==> src/common/dim_ctrl_defs.svh <==
// dim_ctrl_defs.svh: widths, counts and timing constants for the dimming/startup block
// assumes a 20 MHz REF_CLK; sampling tick is derived from it
`ifndef DIM_CTRL_DEFS_SVH
`define DIM_CTRL_DEFS_SVH
`define CLK_HZ           20000000
`define SAMPLE_HZ        10000000
`define SAMPLE_DIV       (`CLK_HZ / `SAMPLE_HZ)
`define STAGE1_MS        50
`define STAGE1_CYC       (`STAGE1_MS * (`CLK_HZ / 1000))
`define DAC_HOLD_MS      10
`define DAC_HOLD_CYC     (`DAC_HOLD_MS * (`CLK_HZ / 1000))
`define CHECK_CYC        16
`define NUM_CH           6
`define DAC_W            8
`define DAC_RESET        8'h00
`define PER_W            24
`define SSM_MAX          8'h0c
`define SSM_SEED         8'h5a
`endif

==> src/common/dim_ctrl_pkg.sv <==
// dim_ctrl_pkg.sv: types of the dimming/startup block
// assumes nothing beyond the defs header
package dim_ctrl_pkg;
  typedef enum logic [2:0] {
    ST_OFF   = 3'b000,
    ST_CHECK = 3'b001,
    ST_RAMP1 = 3'b010,
    ST_WAIT2 = 3'b011,
    ST_RUN   = 3'b100
  } seq_state_t;
  typedef enum logic [1:0] {
    MEAS_IDLE  = 2'b00,
    MEAS_FIRST = 2'b01,
    MEAS_LOCK  = 2'b10
  } meas_state_t;
endpackage

==> src/design/led_dimming_phase_startup_ctrl.sv <==
// led_dimming_phase_startup_ctrl.sv: dimming enables, soft-start sequencing, fault flag, dither
// assumes all inputs synchronous to REF_CLK, analog results arrive as digital levels
//
// Contract
// [RL1] sample dimming at 10MHz, derive enables
// [RL2] phase step is period divided by n
// [RL3] channel one first, channel six last
// [RL4] latch phase select once at power-up
// [RL5] phase off: all enables follow dimming
// [RL6] faulted string keeps original slots
// [RL7] host changes dimming only while disabled
// [RL8] unused channels from highest number down
// [RL9] paralleled sinks need phase select low
// [RL10] stay off until both supplies valid
// [RL11] enable rise starts; enable low shuts
// [RL12] power-up checks disable unused channels permanently
// [RL13] classify short, unused per comparator
// [RL14] stage one steps DAC, fixed 50ms
// [RL15] stage two after stage one and dimming high
// [RL16] DAC update each dim rise or 10ms
// [RL17] fault flag low on open, short, thermal
// [RL18] short and thermal faults release immediately
// [RL19] open fault latched until enable toggle
// [RL20] spread spectrum keeps 94% to 106%
// [RL21] host keeps dimming 100Hz to 3kHz
// [RL22] period from first two pulses, fixed
// [RL23] pulse width applied next period
// [RL24] string count fixed from checks
`timescale 1ns/10ps
`include "dim_ctrl_defs.svh"
module led_dimming_phase_startup_ctrl
  import dim_ctrl_pkg::*;
#(
  parameter int STAGE1_CYCLES  = `STAGE1_CYC,
  parameter int DAC_HOLD_CYCLES = `DAC_HOLD_CYC
) (
  input  wire logic             REF_CLK,
  input  wire logic             RST,
  input  wire logic             DIM_IN,
  input  wire logic             ENABLE,
  input  wire logic             PHASE_SHIFT_SELECT,
  input  wire logic             IN_UNDERVOLTAGE_LOCKOUT_OK,
  input  wire logic             VCC_UNDERVOLTAGE_LOCKOUT_OK,
  input  wire logic [5:0]       CH_BELOW_SHORT,
  input  wire logic [5:0]       CH_BELOW_UNUSED,
  input  wire logic             HALF_OVP_REACHED,
  input  wire logic             MIN_OUT_LOW,
  input  wire logic             MIN_OUT_HIGH,
  input  wire logic [5:0]       CH_OPEN,
  input  wire logic [5:0]       CH_SHORT,
  input  wire logic             THERMAL_SHUTDOWN,
  input  wire logic             SPREAD_SPECTRUM_MODE,
  output logic      [5:0]       STRING_EN,
  output logic      [7:0]       DAC_CODE,
  output logic                  CONVERTER_RUN,
  output logic      [5:0]       CH_UNUSED,
  output logic      [5:0]       CH_GND_SHORT,
  output logic      [7:0]       DITHER_PERMIL,
  output logic                  DITHER_UP,
  output logic                  FAULT_FLAG_N_O,
  output logic                  FAULT_FLAG_N_OE
);

  // ----------------------------------------------------------------
  // sampling and edges
  // ----------------------------------------------------------------
  logic             tick_reg;
  logic             dim_s_reg;
  logic             dim_p_reg;
  logic             en_p_reg;
  logic             ps_latched_reg;
  logic             ps_taken_reg;
  logic             dim_rise;
  logic             en_rise;
  logic             pwr_ok;

  assign pwr_ok   = IN_UNDERVOLTAGE_LOCKOUT_OK & VCC_UNDERVOLTAGE_LOCKOUT_OK;
  assign dim_rise = tick_reg & dim_s_reg & ~dim_p_reg;
  assign en_rise  = ENABLE & ~en_p_reg;

  // a 20 MHz clock halved gives the 10 MHz dimming sample tick
  always_ff @(posedge REF_CLK) begin
    if (RST) begin
      tick_reg  <= 1'b0;
      dim_s_reg <= 1'b0;
      dim_p_reg <= 1'b0;
    end else begin
      tick_reg <= ~tick_reg;
      if (tick_reg) begin
        dim_s_reg <= DIM_IN; // RL1
        dim_p_reg <= dim_s_reg;
      end
    end
  end

  always_ff @(posedge REF_CLK) begin
    if (RST) begin
      en_p_reg <= 1'b0;
    end else begin
      en_p_reg <= ENABLE;
    end
  end

  // phase select caught once after the first clean power-up, never again
  always_ff @(posedge REF_CLK) begin
    if (RST) begin
      ps_latched_reg <= 1'b0;
      ps_taken_reg   <= 1'b0;
    end else if (!ps_taken_reg && pwr_ok) begin
      ps_latched_reg <= PHASE_SHIFT_SELECT; // RL4
      ps_taken_reg   <= 1'b1;
    end
  end

  // ----------------------------------------------------------------
  // startup sequencer
  // ----------------------------------------------------------------
  seq_state_t       seq_reg;
  logic [23:0]      tmr_reg;
  logic [7:0]       dac_reg;
  logic [5:0]       unused_reg;
  logic [5:0]       gshort_reg;
  logic [2:0]       nstr_reg;
  logic             running;
  logic             conv_run_reg;

  assign running = (seq_reg == ST_RUN);

  // converter-run pin taken from a flop; lags the state by one cycle
  always_ff @(posedge REF_CLK) begin
    if (RST) begin
      conv_run_reg <= 1'b0;
    end else begin
      conv_run_reg <= (seq_reg == ST_RAMP1) | (seq_reg == ST_WAIT2) | running;
    end
  end

  always_ff @(posedge REF_CLK) begin
    if (RST) begin
      seq_reg    <= ST_OFF;
      tmr_reg    <= 24'h000000;
      dac_reg    <= `DAC_RESET;
      unused_reg <= 6'h00;
      gshort_reg <= 6'h00;
      nstr_reg   <= 3'h0;
    end else if (!ENABLE || !pwr_ok) begin
      seq_reg <= ST_OFF; // RL10 RL11
      tmr_reg <= 24'h000000;
      dac_reg <= `DAC_RESET;
    end else begin
      case (seq_reg)
        ST_OFF: begin
          if (en_rise || en_p_reg) begin
            seq_reg <= ST_CHECK; // RL11
            tmr_reg <= 24'h000000;
          end
        end
        ST_CHECK: begin
          tmr_reg <= tmr_reg + 24'h000001;
          if (tmr_reg == 24'(`CHECK_CYC - 1)) begin
            gshort_reg <= CH_BELOW_SHORT; // RL13
            unused_reg <= CH_BELOW_UNUSED & ~CH_BELOW_SHORT; // RL12 RL13
            nstr_reg   <= 3'(`NUM_CH) - 3'($countones(CH_BELOW_UNUSED & ~CH_BELOW_SHORT)); // RL24
            seq_reg    <= ST_RAMP1;
            tmr_reg    <= 24'h000000;
          end
        end
        ST_RAMP1: begin
          tmr_reg <= tmr_reg + 24'h000001;
          if (!HALF_OVP_REACHED && dac_reg != 8'hff) begin
            dac_reg <= dac_reg + 8'h01; // RL14
          end
          if (tmr_reg == 24'(STAGE1_CYCLES - 1)) begin
            seq_reg <= ST_WAIT2; // RL14
          end
        end
        ST_WAIT2: begin
          tmr_reg <= 24'h000000;
          if (dim_s_reg) begin
            seq_reg <= ST_RUN; // RL15
          end
        end
        ST_RUN: begin
          // update on each dimming rise, or every hold time while dimming stays high
          if (dim_rise || tmr_reg == 24'(DAC_HOLD_CYCLES - 1)) begin // RL16
            tmr_reg <= 24'h000000;
            if (MIN_OUT_LOW && dac_reg != 8'hff) begin
              dac_reg <= dac_reg + 8'h01; // RL15
            end else if (MIN_OUT_HIGH && dac_reg != 8'h00) begin
              dac_reg <= dac_reg - 8'h01; // RL15
            end
          end else if (dim_s_reg) begin
            tmr_reg <= tmr_reg + 24'h000001;
          end else begin
            tmr_reg <= 24'h000000;
          end
        end
        default: seq_reg <= ST_OFF;
      endcase
    end
  end

  // ----------------------------------------------------------------
  // period and width capture
  // ----------------------------------------------------------------
  meas_state_t      meas_reg;
  logic [23:0]      per_cnt_reg;
  logic [23:0]      period_reg;
  logic [23:0]      wid_cnt_reg;
  logic [23:0]      width_reg;
  logic [23:0]      width_next_reg;

  // period locked from the first two pulses; widths staged one period late
  always_ff @(posedge REF_CLK) begin
    if (RST || !ENABLE) begin
      meas_reg       <= MEAS_IDLE;
      per_cnt_reg    <= 24'h000000;
      period_reg     <= 24'h000000;
      wid_cnt_reg    <= 24'h000000;
      width_reg      <= 24'h000000;
      width_next_reg <= 24'h000000;
    end else if (tick_reg) begin
      per_cnt_reg <= per_cnt_reg + 24'h000001;
      if (dim_s_reg) begin
        wid_cnt_reg <= wid_cnt_reg + 24'h000001;
      end
      case (meas_reg)
        MEAS_IDLE: begin
          if (dim_s_reg && !dim_p_reg) begin
            meas_reg    <= MEAS_FIRST;
            per_cnt_reg <= 24'h000001;
            wid_cnt_reg <= 24'h000001;
          end
        end
        MEAS_FIRST: begin
          if (dim_s_reg && !dim_p_reg) begin
            period_reg     <= per_cnt_reg; // RL22
            width_next_reg <= wid_cnt_reg;
            meas_reg       <= MEAS_LOCK;
            per_cnt_reg    <= 24'h000001;
            wid_cnt_reg    <= 24'h000001;
          end
        end
        MEAS_LOCK: begin
          if (per_cnt_reg == period_reg) begin
            per_cnt_reg    <= 24'h000001;
            width_reg      <= width_next_reg; // RL23
            width_next_reg <= wid_cnt_reg;
            wid_cnt_reg    <= 24'(dim_s_reg);
          end
        end
        default: meas_reg <= MEAS_IDLE;
      endcase
    end
  end

  // ----------------------------------------------------------------
  // per-string enables
  // ----------------------------------------------------------------
  logic [23:0]      step;
  logic [5:0]       str_en_next;
  logic [5:0]       str_en_reg;

  assign step = (nstr_reg == 3'h0) ? 24'h000000 : period_reg / 24'(nstr_reg); // RL2

  for (genvar i = 0; i < `NUM_CH; i++) begin : g_ch
    logic [23:0] ofs;
    logic [23:0] pos;
    assign ofs = step * 24'(i); // RL3 RL6
    assign pos = (per_cnt_reg >= ofs) ? per_cnt_reg - ofs : per_cnt_reg + period_reg - ofs;
    always_comb begin
      if (!running || unused_reg[i] || CH_OPEN[i] || CH_SHORT[i]) begin
        str_en_next[i] = 1'b0; // RL12
      end else if (!ps_latched_reg || meas_reg != MEAS_LOCK) begin
        str_en_next[i] = dim_s_reg; // RL5
      end else begin
        str_en_next[i] = (pos < width_reg); // RL2 RL23
      end
    end
  end

  always_ff @(posedge REF_CLK) begin
    if (RST) begin
      str_en_reg <= 6'h00;
    end else begin
      str_en_reg <= str_en_next;
    end
  end

  // ----------------------------------------------------------------
  // fault flag
  // ----------------------------------------------------------------
  logic             open_lat_reg;
  logic             flt_oe_reg;

  // open latch cleared only by an enable toggle or reset
  always_ff @(posedge REF_CLK) begin
    if (RST || en_rise) begin
      open_lat_reg <= 1'b0; // RL19
    end else if (running && |(CH_OPEN & ~unused_reg)) begin
      open_lat_reg <= 1'b1; // RL19
    end
  end

  always_ff @(posedge REF_CLK) begin
    if (RST) begin
      flt_oe_reg <= 1'b0;
    end else begin
      flt_oe_reg <= open_lat_reg | THERMAL_SHUTDOWN | |(CH_SHORT & ~unused_reg); // RL17 RL18
    end
  end

  // ----------------------------------------------------------------
  // spread-spectrum dither
  // ----------------------------------------------------------------
  logic [7:0]       lfsr_reg;
  logic [7:0]       dith_reg;
  logic             dup_reg;

  // lfsr draws a deviation up to 6.0 percent in per-mille, sign from a bit
  always_ff @(posedge REF_CLK) begin
    if (RST) begin
      lfsr_reg <= `SSM_SEED;
      dith_reg <= 8'h00;
      dup_reg  <= 1'b0;
    end else begin
      lfsr_reg <= {lfsr_reg[6:0], lfsr_reg[7] ^ lfsr_reg[5] ^ lfsr_reg[4] ^ lfsr_reg[3]};
      if (!SPREAD_SPECTRUM_MODE) begin
        dith_reg <= 8'h00;
      end else if (tick_reg) begin
        dith_reg <= ({2'b00, lfsr_reg[5:0]} > `SSM_MAX * 8'h05) ? `SSM_MAX * 8'h05
                                                               : {2'b00, lfsr_reg[5:0]}; // RL20
        dup_reg  <= lfsr_reg[7];
      end
    end
  end

  assign STRING_EN       = str_en_reg;
  assign DAC_CODE        = dac_reg;
  assign CONVERTER_RUN   = conv_run_reg;
  assign CH_UNUSED       = unused_reg;
  assign CH_GND_SHORT    = gshort_reg;
  assign DITHER_PERMIL   = dith_reg;
  assign DITHER_UP       = dup_reg;
  assign FAULT_FLAG_N_O  = 1'b0;
  assign FAULT_FLAG_N_OE = flt_oe_reg;
endmodule

==> config.mk <==
export PLATFORM = sky130hd
export DESIGN_NAME = led_dimming_phase_startup_ctrl
export DESIGN_NICKNAME = d
export VERILOG_FILES = /design/src/common/dim_ctrl_pkg.sv /design/src/design/led_dimming_phase_startup_ctrl.sv
export VERILOG_INCLUDE_DIRS = /design/src /design/src/common
export SDC_FILE = /design/constraint.sdc
export NUM_CORES = 2
export LEC_CHECK = 0
export BUFFER_PORTS_ARGS = -buffer_cell sky130_fd_sc_hd__buf_4
export CELL_PAD_IN_SITES_DETAIL_PLACEMENT = 0
export CELL_PAD_IN_SITES_GLOBAL_PLACEMENT = 1
export CORE_UTILIZATION = 49
export CTS_CLUSTER_SIZE = 12
export DETAILED_ROUTE_END_ITERATION = 8
export PLACE_DENSITY_LB_ADDON = 0.2
export SYNTH_ARGS = -nofsm -noshare
export SYNTH_HDL_FRONTEND = slang
export SYNTH_SLANG_ARGS = --single-unit
==> constraint.sdc <==
create_clock -name REF_CLK -period 66.1 [get_ports REF_CLK]
set_input_delay 3.305 -clock REF_CLK [delete_from_list [all_inputs] [get_ports REF_CLK]]
set_output_delay 3.305 -clock REF_CLK [all_outputs]
set_load 0.01 [all_outputs]
# After elaboration in Yosys (flattened, before gate mapping)
# Cells that the tools add are included.
[word_totals]
register_bits = 204
inputBits = 36
output_inout_bits = 38
wordCells = 219
[classes]
n_addsub = 22
mul = 2
div = 1
n_lt_le_gt_ge = 13
eq_ne = 22
n_mux = 42
n_bitwise = 23
reduce_logical = 64
[ops]
columns = ["operator", "count"]
rows = [
  ["24-bit 2-to-1 mux", 18],
  ["24-bit subtractor", 10],
  ["24-bit less-than comparator", 6],
  ["24-bit case mux with 2 select lines", 3],
  ["24-bit >= comparator", 5],
  ["24-bit case mux with 5 select lines", 1],
  ["24-bit by 1-bit adder with 24-bit output, second input constant", 3],
  ["8-bit 2-to-1 mux", 4],
  ["24-bit adder", 1],
  ["24-bit by 3-bit divider with 24-bit output", 1],
  ["24-bit by 18-bit equality test with 1-bit output, second input constant", 1],
  ["24-bit by 20-bit equality test with 1-bit output, second input constant", 1],
  ["24-bit equality test", 1],
  ["24-bit by 4-bit equality test with 1-bit output, second input constant", 1],
  ["24-bit by 1-bit >= comparator with 1-bit output, second input constant", 1],
  ["1-bit logical OR", 24],
  ["24-bit by 2-bit multiplier with 24-bit output, second input constant", 1],
  ["24-bit by 3-bit multiplier with 24-bit output, second input constant", 1],
  ["6-bit bitwise AND", 3],
  ["2-bit OR reduction", 9],
  ["8-bit case mux with 2 select lines", 1],
  ["3-bit case mux with 5 select lines", 1],
  ["2-bit inequality test, second input constant", 7],
  ["3-bit 2-to-1 mux", 4],
  ["other kinds (36)", 81],
]

# Depth between registers and ports, before layout
[depth]
depth_word = 7
mapped_depth = 271

# Worst setup path before layout
# OpenSTA, ideal clock, no wires.
[synth_timing]
path_kind = "register -> register"
from = "register nstr_reg[0]"
to = "register str_en_reg[3] (netlist: STRING_EN[3])"
setup_ns = 0.070
t_arrival_ns = 49.376
t_required_ns = 66.030
path_slack_ns = 16.654
stages_incl_launch_ff = 246
synth_period_minus_slack_ns = 49.446
path_cell_list = "dfxtp_1 inv_1 ha_1 nor3b_1 a2bb2oi_2 ha_1 o21a_1 nor4b_2 a21o_1 ha_1 nor2_1 a21o_1 a21o_1 ha_1 a21oi_1 and2_1 o21ai_2 mux2i_1 [210 not listed] nand2b_1 a21oi_1 inv_1 a41oi_1 clkbuf_1 mux2i_1 ha_1 a21o_1 a21oi_1 nor2b_1 o21ai_0 nand2b_1 a21oi_1 nor2b_1 o21ai_0 nand2b_1 a211o_1 a21oi_1"
[synth_via]
elab_chain_len = 7
[synth_rtl]
columns = ["item", "line_no", "rtl"]
rows = [
  ["from (decl)", "led_dimming_phase_startup_ctrl.sv:123", "logic [2:0] nstr_reg;"],
  ["from (signal assigned)", "led_dimming_phase_startup_ctrl.sv:163", "nstr_reg <= 3'(`NUM_CH) - 3'($countones(CH_BELOW_UNUSED & ~CH_BELOW_SHORT));"],
  ["24-bit by 3-bit divider with 24-bit output or 3-bit logical NOT (tied branches)", "led_dimming_phase_startup_ctrl.sv:264", "assign step = (nstr_reg == 3'h0) ? 24'h000000 : period_reg / 24'(nstr_reg);"],
  ["24-bit 2-to-1 mux *", "led_dimming_phase_startup_ctrl.sv:264", ""],
  ["24-bit by 2-bit multiplier with 24-bit output *", "led_dimming_phase_startup_ctrl.sv:269", "assign ofs = step * 24'(i);"],
  ["24-bit subtractor or 24-bit >= comparator (tied branches)", "led_dimming_phase_startup_ctrl.sv:270", "assign pos = (per_cnt_reg >= ofs) ? per_cnt_reg - ofs : per_cnt_reg + period_reg - ofs;"],
  ["24-bit 2-to-1 mux *", "led_dimming_phase_startup_ctrl.sv:270", ""],
  ["24-bit less-than comparator *", "led_dimming_phase_startup_ctrl.sv:277", "str_en_next[i] = (pos < width_reg);"],
  ["1-bit 2-to-1 mux *", "led_dimming_phase_startup_ctrl.sv:274", "end else if (!ps_latched_reg || meas_reg != MEAS_LOCK) begin"],
  ["to (signal assigned)", "led_dimming_phase_startup_ctrl.sv:286", "str_en_reg <= str_en_next;"],
  ["to (decl)", "led_dimming_phase_startup_ctrl.sv:262", "logic [5:0] str_en_reg;"],
]
# Mark *: on every way between the ends. The rest lies on a longest branch, timed or not.
# A chain may end at the register's enable or synchronous reset.

# Worst setup path in the final report
# Ends and elaborated chain as after synthesis.

==> flow_summary.ini <==
[run_status]
status = complete, no violations

[timing]
setup_viol = 0
slew_headroom_pct = 20.49
hold_violations = 0
min_period_ns = 58.09
finClkSkew_ns = 0.03808
rsz0062_at_grt = false
fin_crit_sh_pct = 87.88
clock.fmax_ghz = 0.01722
tightest_slew_ns = 1.184
drv_slew = 0
setup_ws_ns = 8.013
tns_ns = 0

[critical_path]
cp.required_ns = 66.63
crit_type = flip-flop to flip-flop
cp_max_fo = 43
cp_slowest_stage_delay_ns = 0.56
start_kind = flip-flop
crit_arrival_ns = 58.62
crit_top_cell = a21oi_1
critPathCaptureType = flip-flop
cpLargestDelayFamily = simple AND/OR/NAND/NOR gates
cp_slowest_cell = or4_4
crit_buf_inv = 8

[layout]
multiInputGateArea_um2 = 29140
seqCellArea_um2 = 4044
fillers = 7055
layout_commonest_cell = ha_1
area_delta_synth_final_pct = 7.348
final_cell_mix = 515 x ha_1, 469 x a21oi_1, 442 x nor2_1, 404 x nand2_1, 260 x inv_1
n_antenna_cell = 0
drive_gt1_share_pct = 6.920
final_nets = 5319

[die]
num_rows = 97
die_area_um2 = 71610
die_height_um = 267.6
start_util_pct = 49.45
coreArea_um2 = 69910
fp.dieW_um = 267.6
boundaryPins = 74

[synth]
ys_seq_area_share_pct = 11.70
synth_seq_cells = 202
yosysTopAreaCellShare_pct = 18.64
netlist_instances = 4721
syn_area_um2 = 34570
synth-async-reset-ratio_pct = 0
synth.largest_area_cell = ha_1
yosysUniqueCellTypes = 132
yosys_warnings = 0
synthFlopType = dfxtp_1
postSynthAreaPerCell_um2 = 7.322
synth_area_leaders = ha_1 19%, dfxtp_1 12%, a21oi_1 6.8%
synth_edf_count = 0

[clock_network]
htreeDepth = 1
clk_latency_ns = 0.60
clk_pin_slew_worst_paths_ns = 0.07
ctsResizeCount = 0
clockRootBuffer = clkbuf_16
numClockSinks = 202
cts_buffers = 25
cts_setup_buffers = 0
cts_tree = yes
cts_hold_buf = 0
cts_buffer_depth = 3

[placed_design]
io_buffers = 70
place_congestion = 0.9881
dp_slack_ns = 8.704
dp_hpwl_mm = 93.04

[global_route]
grt_first_pass_wirelength_mm = 176.8
antenna_found_initial = 0
grt_max_degree = 81
grt_pass1_vias = 31708
grtUsageTotal_pct = 30.98
grt_overflow = 0

[route]
drc = 0
dr.pass1.iters = 5
routed_wl_mm = 114.1
first_iter_violations = 2559
viasPerCell = 6.064
ant_nets = 0
wl_per_cell_um = 19.99
vias = 34620

[min_path]
hold_path_class = flip-flop to flip-flop

[power_and_ir_drop]
power.leakage_nw = 15.81
ir_drop_mv = 0.01914
p_per_area_nw_per_um2 = 7.510

[flow_run]
drv_cap = 0
cell families (layout without fill, tap and decap cells):
group,after synthesis,in the layout,synth area share [%]
xor+xnor,382,382,9.722
other cells,1,3,0.01085
simple gates,1702,1702,25.06
compound gates,1403,1403,26.25
buf+inv,385,431,4.322
flops,202,202,11.70
fa+ha+maj,535,535,19.63
mux,111,111,3.315
metrics by stage:
stage	std cells	util, %	hold WS [ns]	power, W	cell area [um^2]
finish	5709	53.08	0.4276	0.0002787	37110
global route	5709	53.08	0.4522	0.0002871	37110
CTS	5709	53.08	0.4286	0.0002818	37110
detailed placement	5667	51.93	0.4342	0.0001404	36300
global placement	5667	51.93	0.4187	0.0001403	36300
floorplan	4723	-	0.4138	0.0001343	34580
Yosys cell counts, types with 15 or more instances:
| library cell | count |
|---|---|
| and3_1 | 61 |
| nand2_1 | 404 |
| and4_1 | 15 |
| o21ai_0 | 246 |
| o21ai_1 | 49 |
| nor2b_1 | 66 |
| o211ai_1 | 38 |
| or3_1 | 40 |
| nand3_1 | 113 |
| a211o_1 | 17 |
| clkbuf_1 | 100 |
| o31ai_1 | 35 |
| dfxtp_1 | 202 |
| a21o_1 | 128 |
| inv_1 | 260 |
| mux2i_1 | 92 |
| nor3_1 | 124 |
| or2_2 | 37 |
| nand4_1 | 93 |
| ha_1 | 515 |
| a21oi_1 | 470 |
| a211oi_1 | 30 |
| nor4_1 | 37 |
| xnor2_1 | 242 |
| and2_1 | 65 |
| nand2b_1 | 95 |
| nor2_1 | 442 |
| xor2_1 | 138 |
| o21a_1 | 66 |
| o21bai_1 | 84 |
| a31oi_1 | 24 |
tightest hold or removal path: stages, from the launching register on:
cell     delay [ns]
dfxtp_1        0.31
nand2_1        0.05
a21oi_1        0.05
final timing paths:
kind	from	endpoint	slack [ns]	cells past startpoint
worst min-delay path	width_next_reg[0]	width_reg[0]	0.43	2
worst min register to register	width_next_reg[0]	width_reg[0]	0.43	2
worst max-delay path	nstr_reg[0]	STRING_EN[3]	8.01	238
worst max register to register	nstr_reg[0]	STRING_EN[3]	8.01	238
power by group:
part / total, W / switching [W] / internal (W) / leakage [nW]
registers: 0.000123 / 0.000000774 / 0.000123 / 1.63
clock network: 0.000141 / 0.0000624 / 0.0000784 / 0.390
logic: 0.0000145 / 0.00000894 / 0.00000551 / 13.8
total: 0.000279 / 0.0000721 / 0.000207 / 15.8
layer usage:
layer  vias up  track usage [%]  wire length (um)
met5         -                0                 0
met4         0            8.911              3322
met3       135            2.703              6522
met2       949            50.29             50810
met1     16226            43.30             53450
li1      17310                -                 -
area by class of cell:
class | count | area share, %
clock buffer | 32 | 1.865
clock inverter | 10 | 0.3068
inverter | 262 | 2.664
multi-input combinational | 4136 | 78.53
sequential | 202 | 10.90
tap | 940 | 3.169
timing repair buffer | 127 | 2.569
Note: power is estimated with default switching activity, not from simulation.
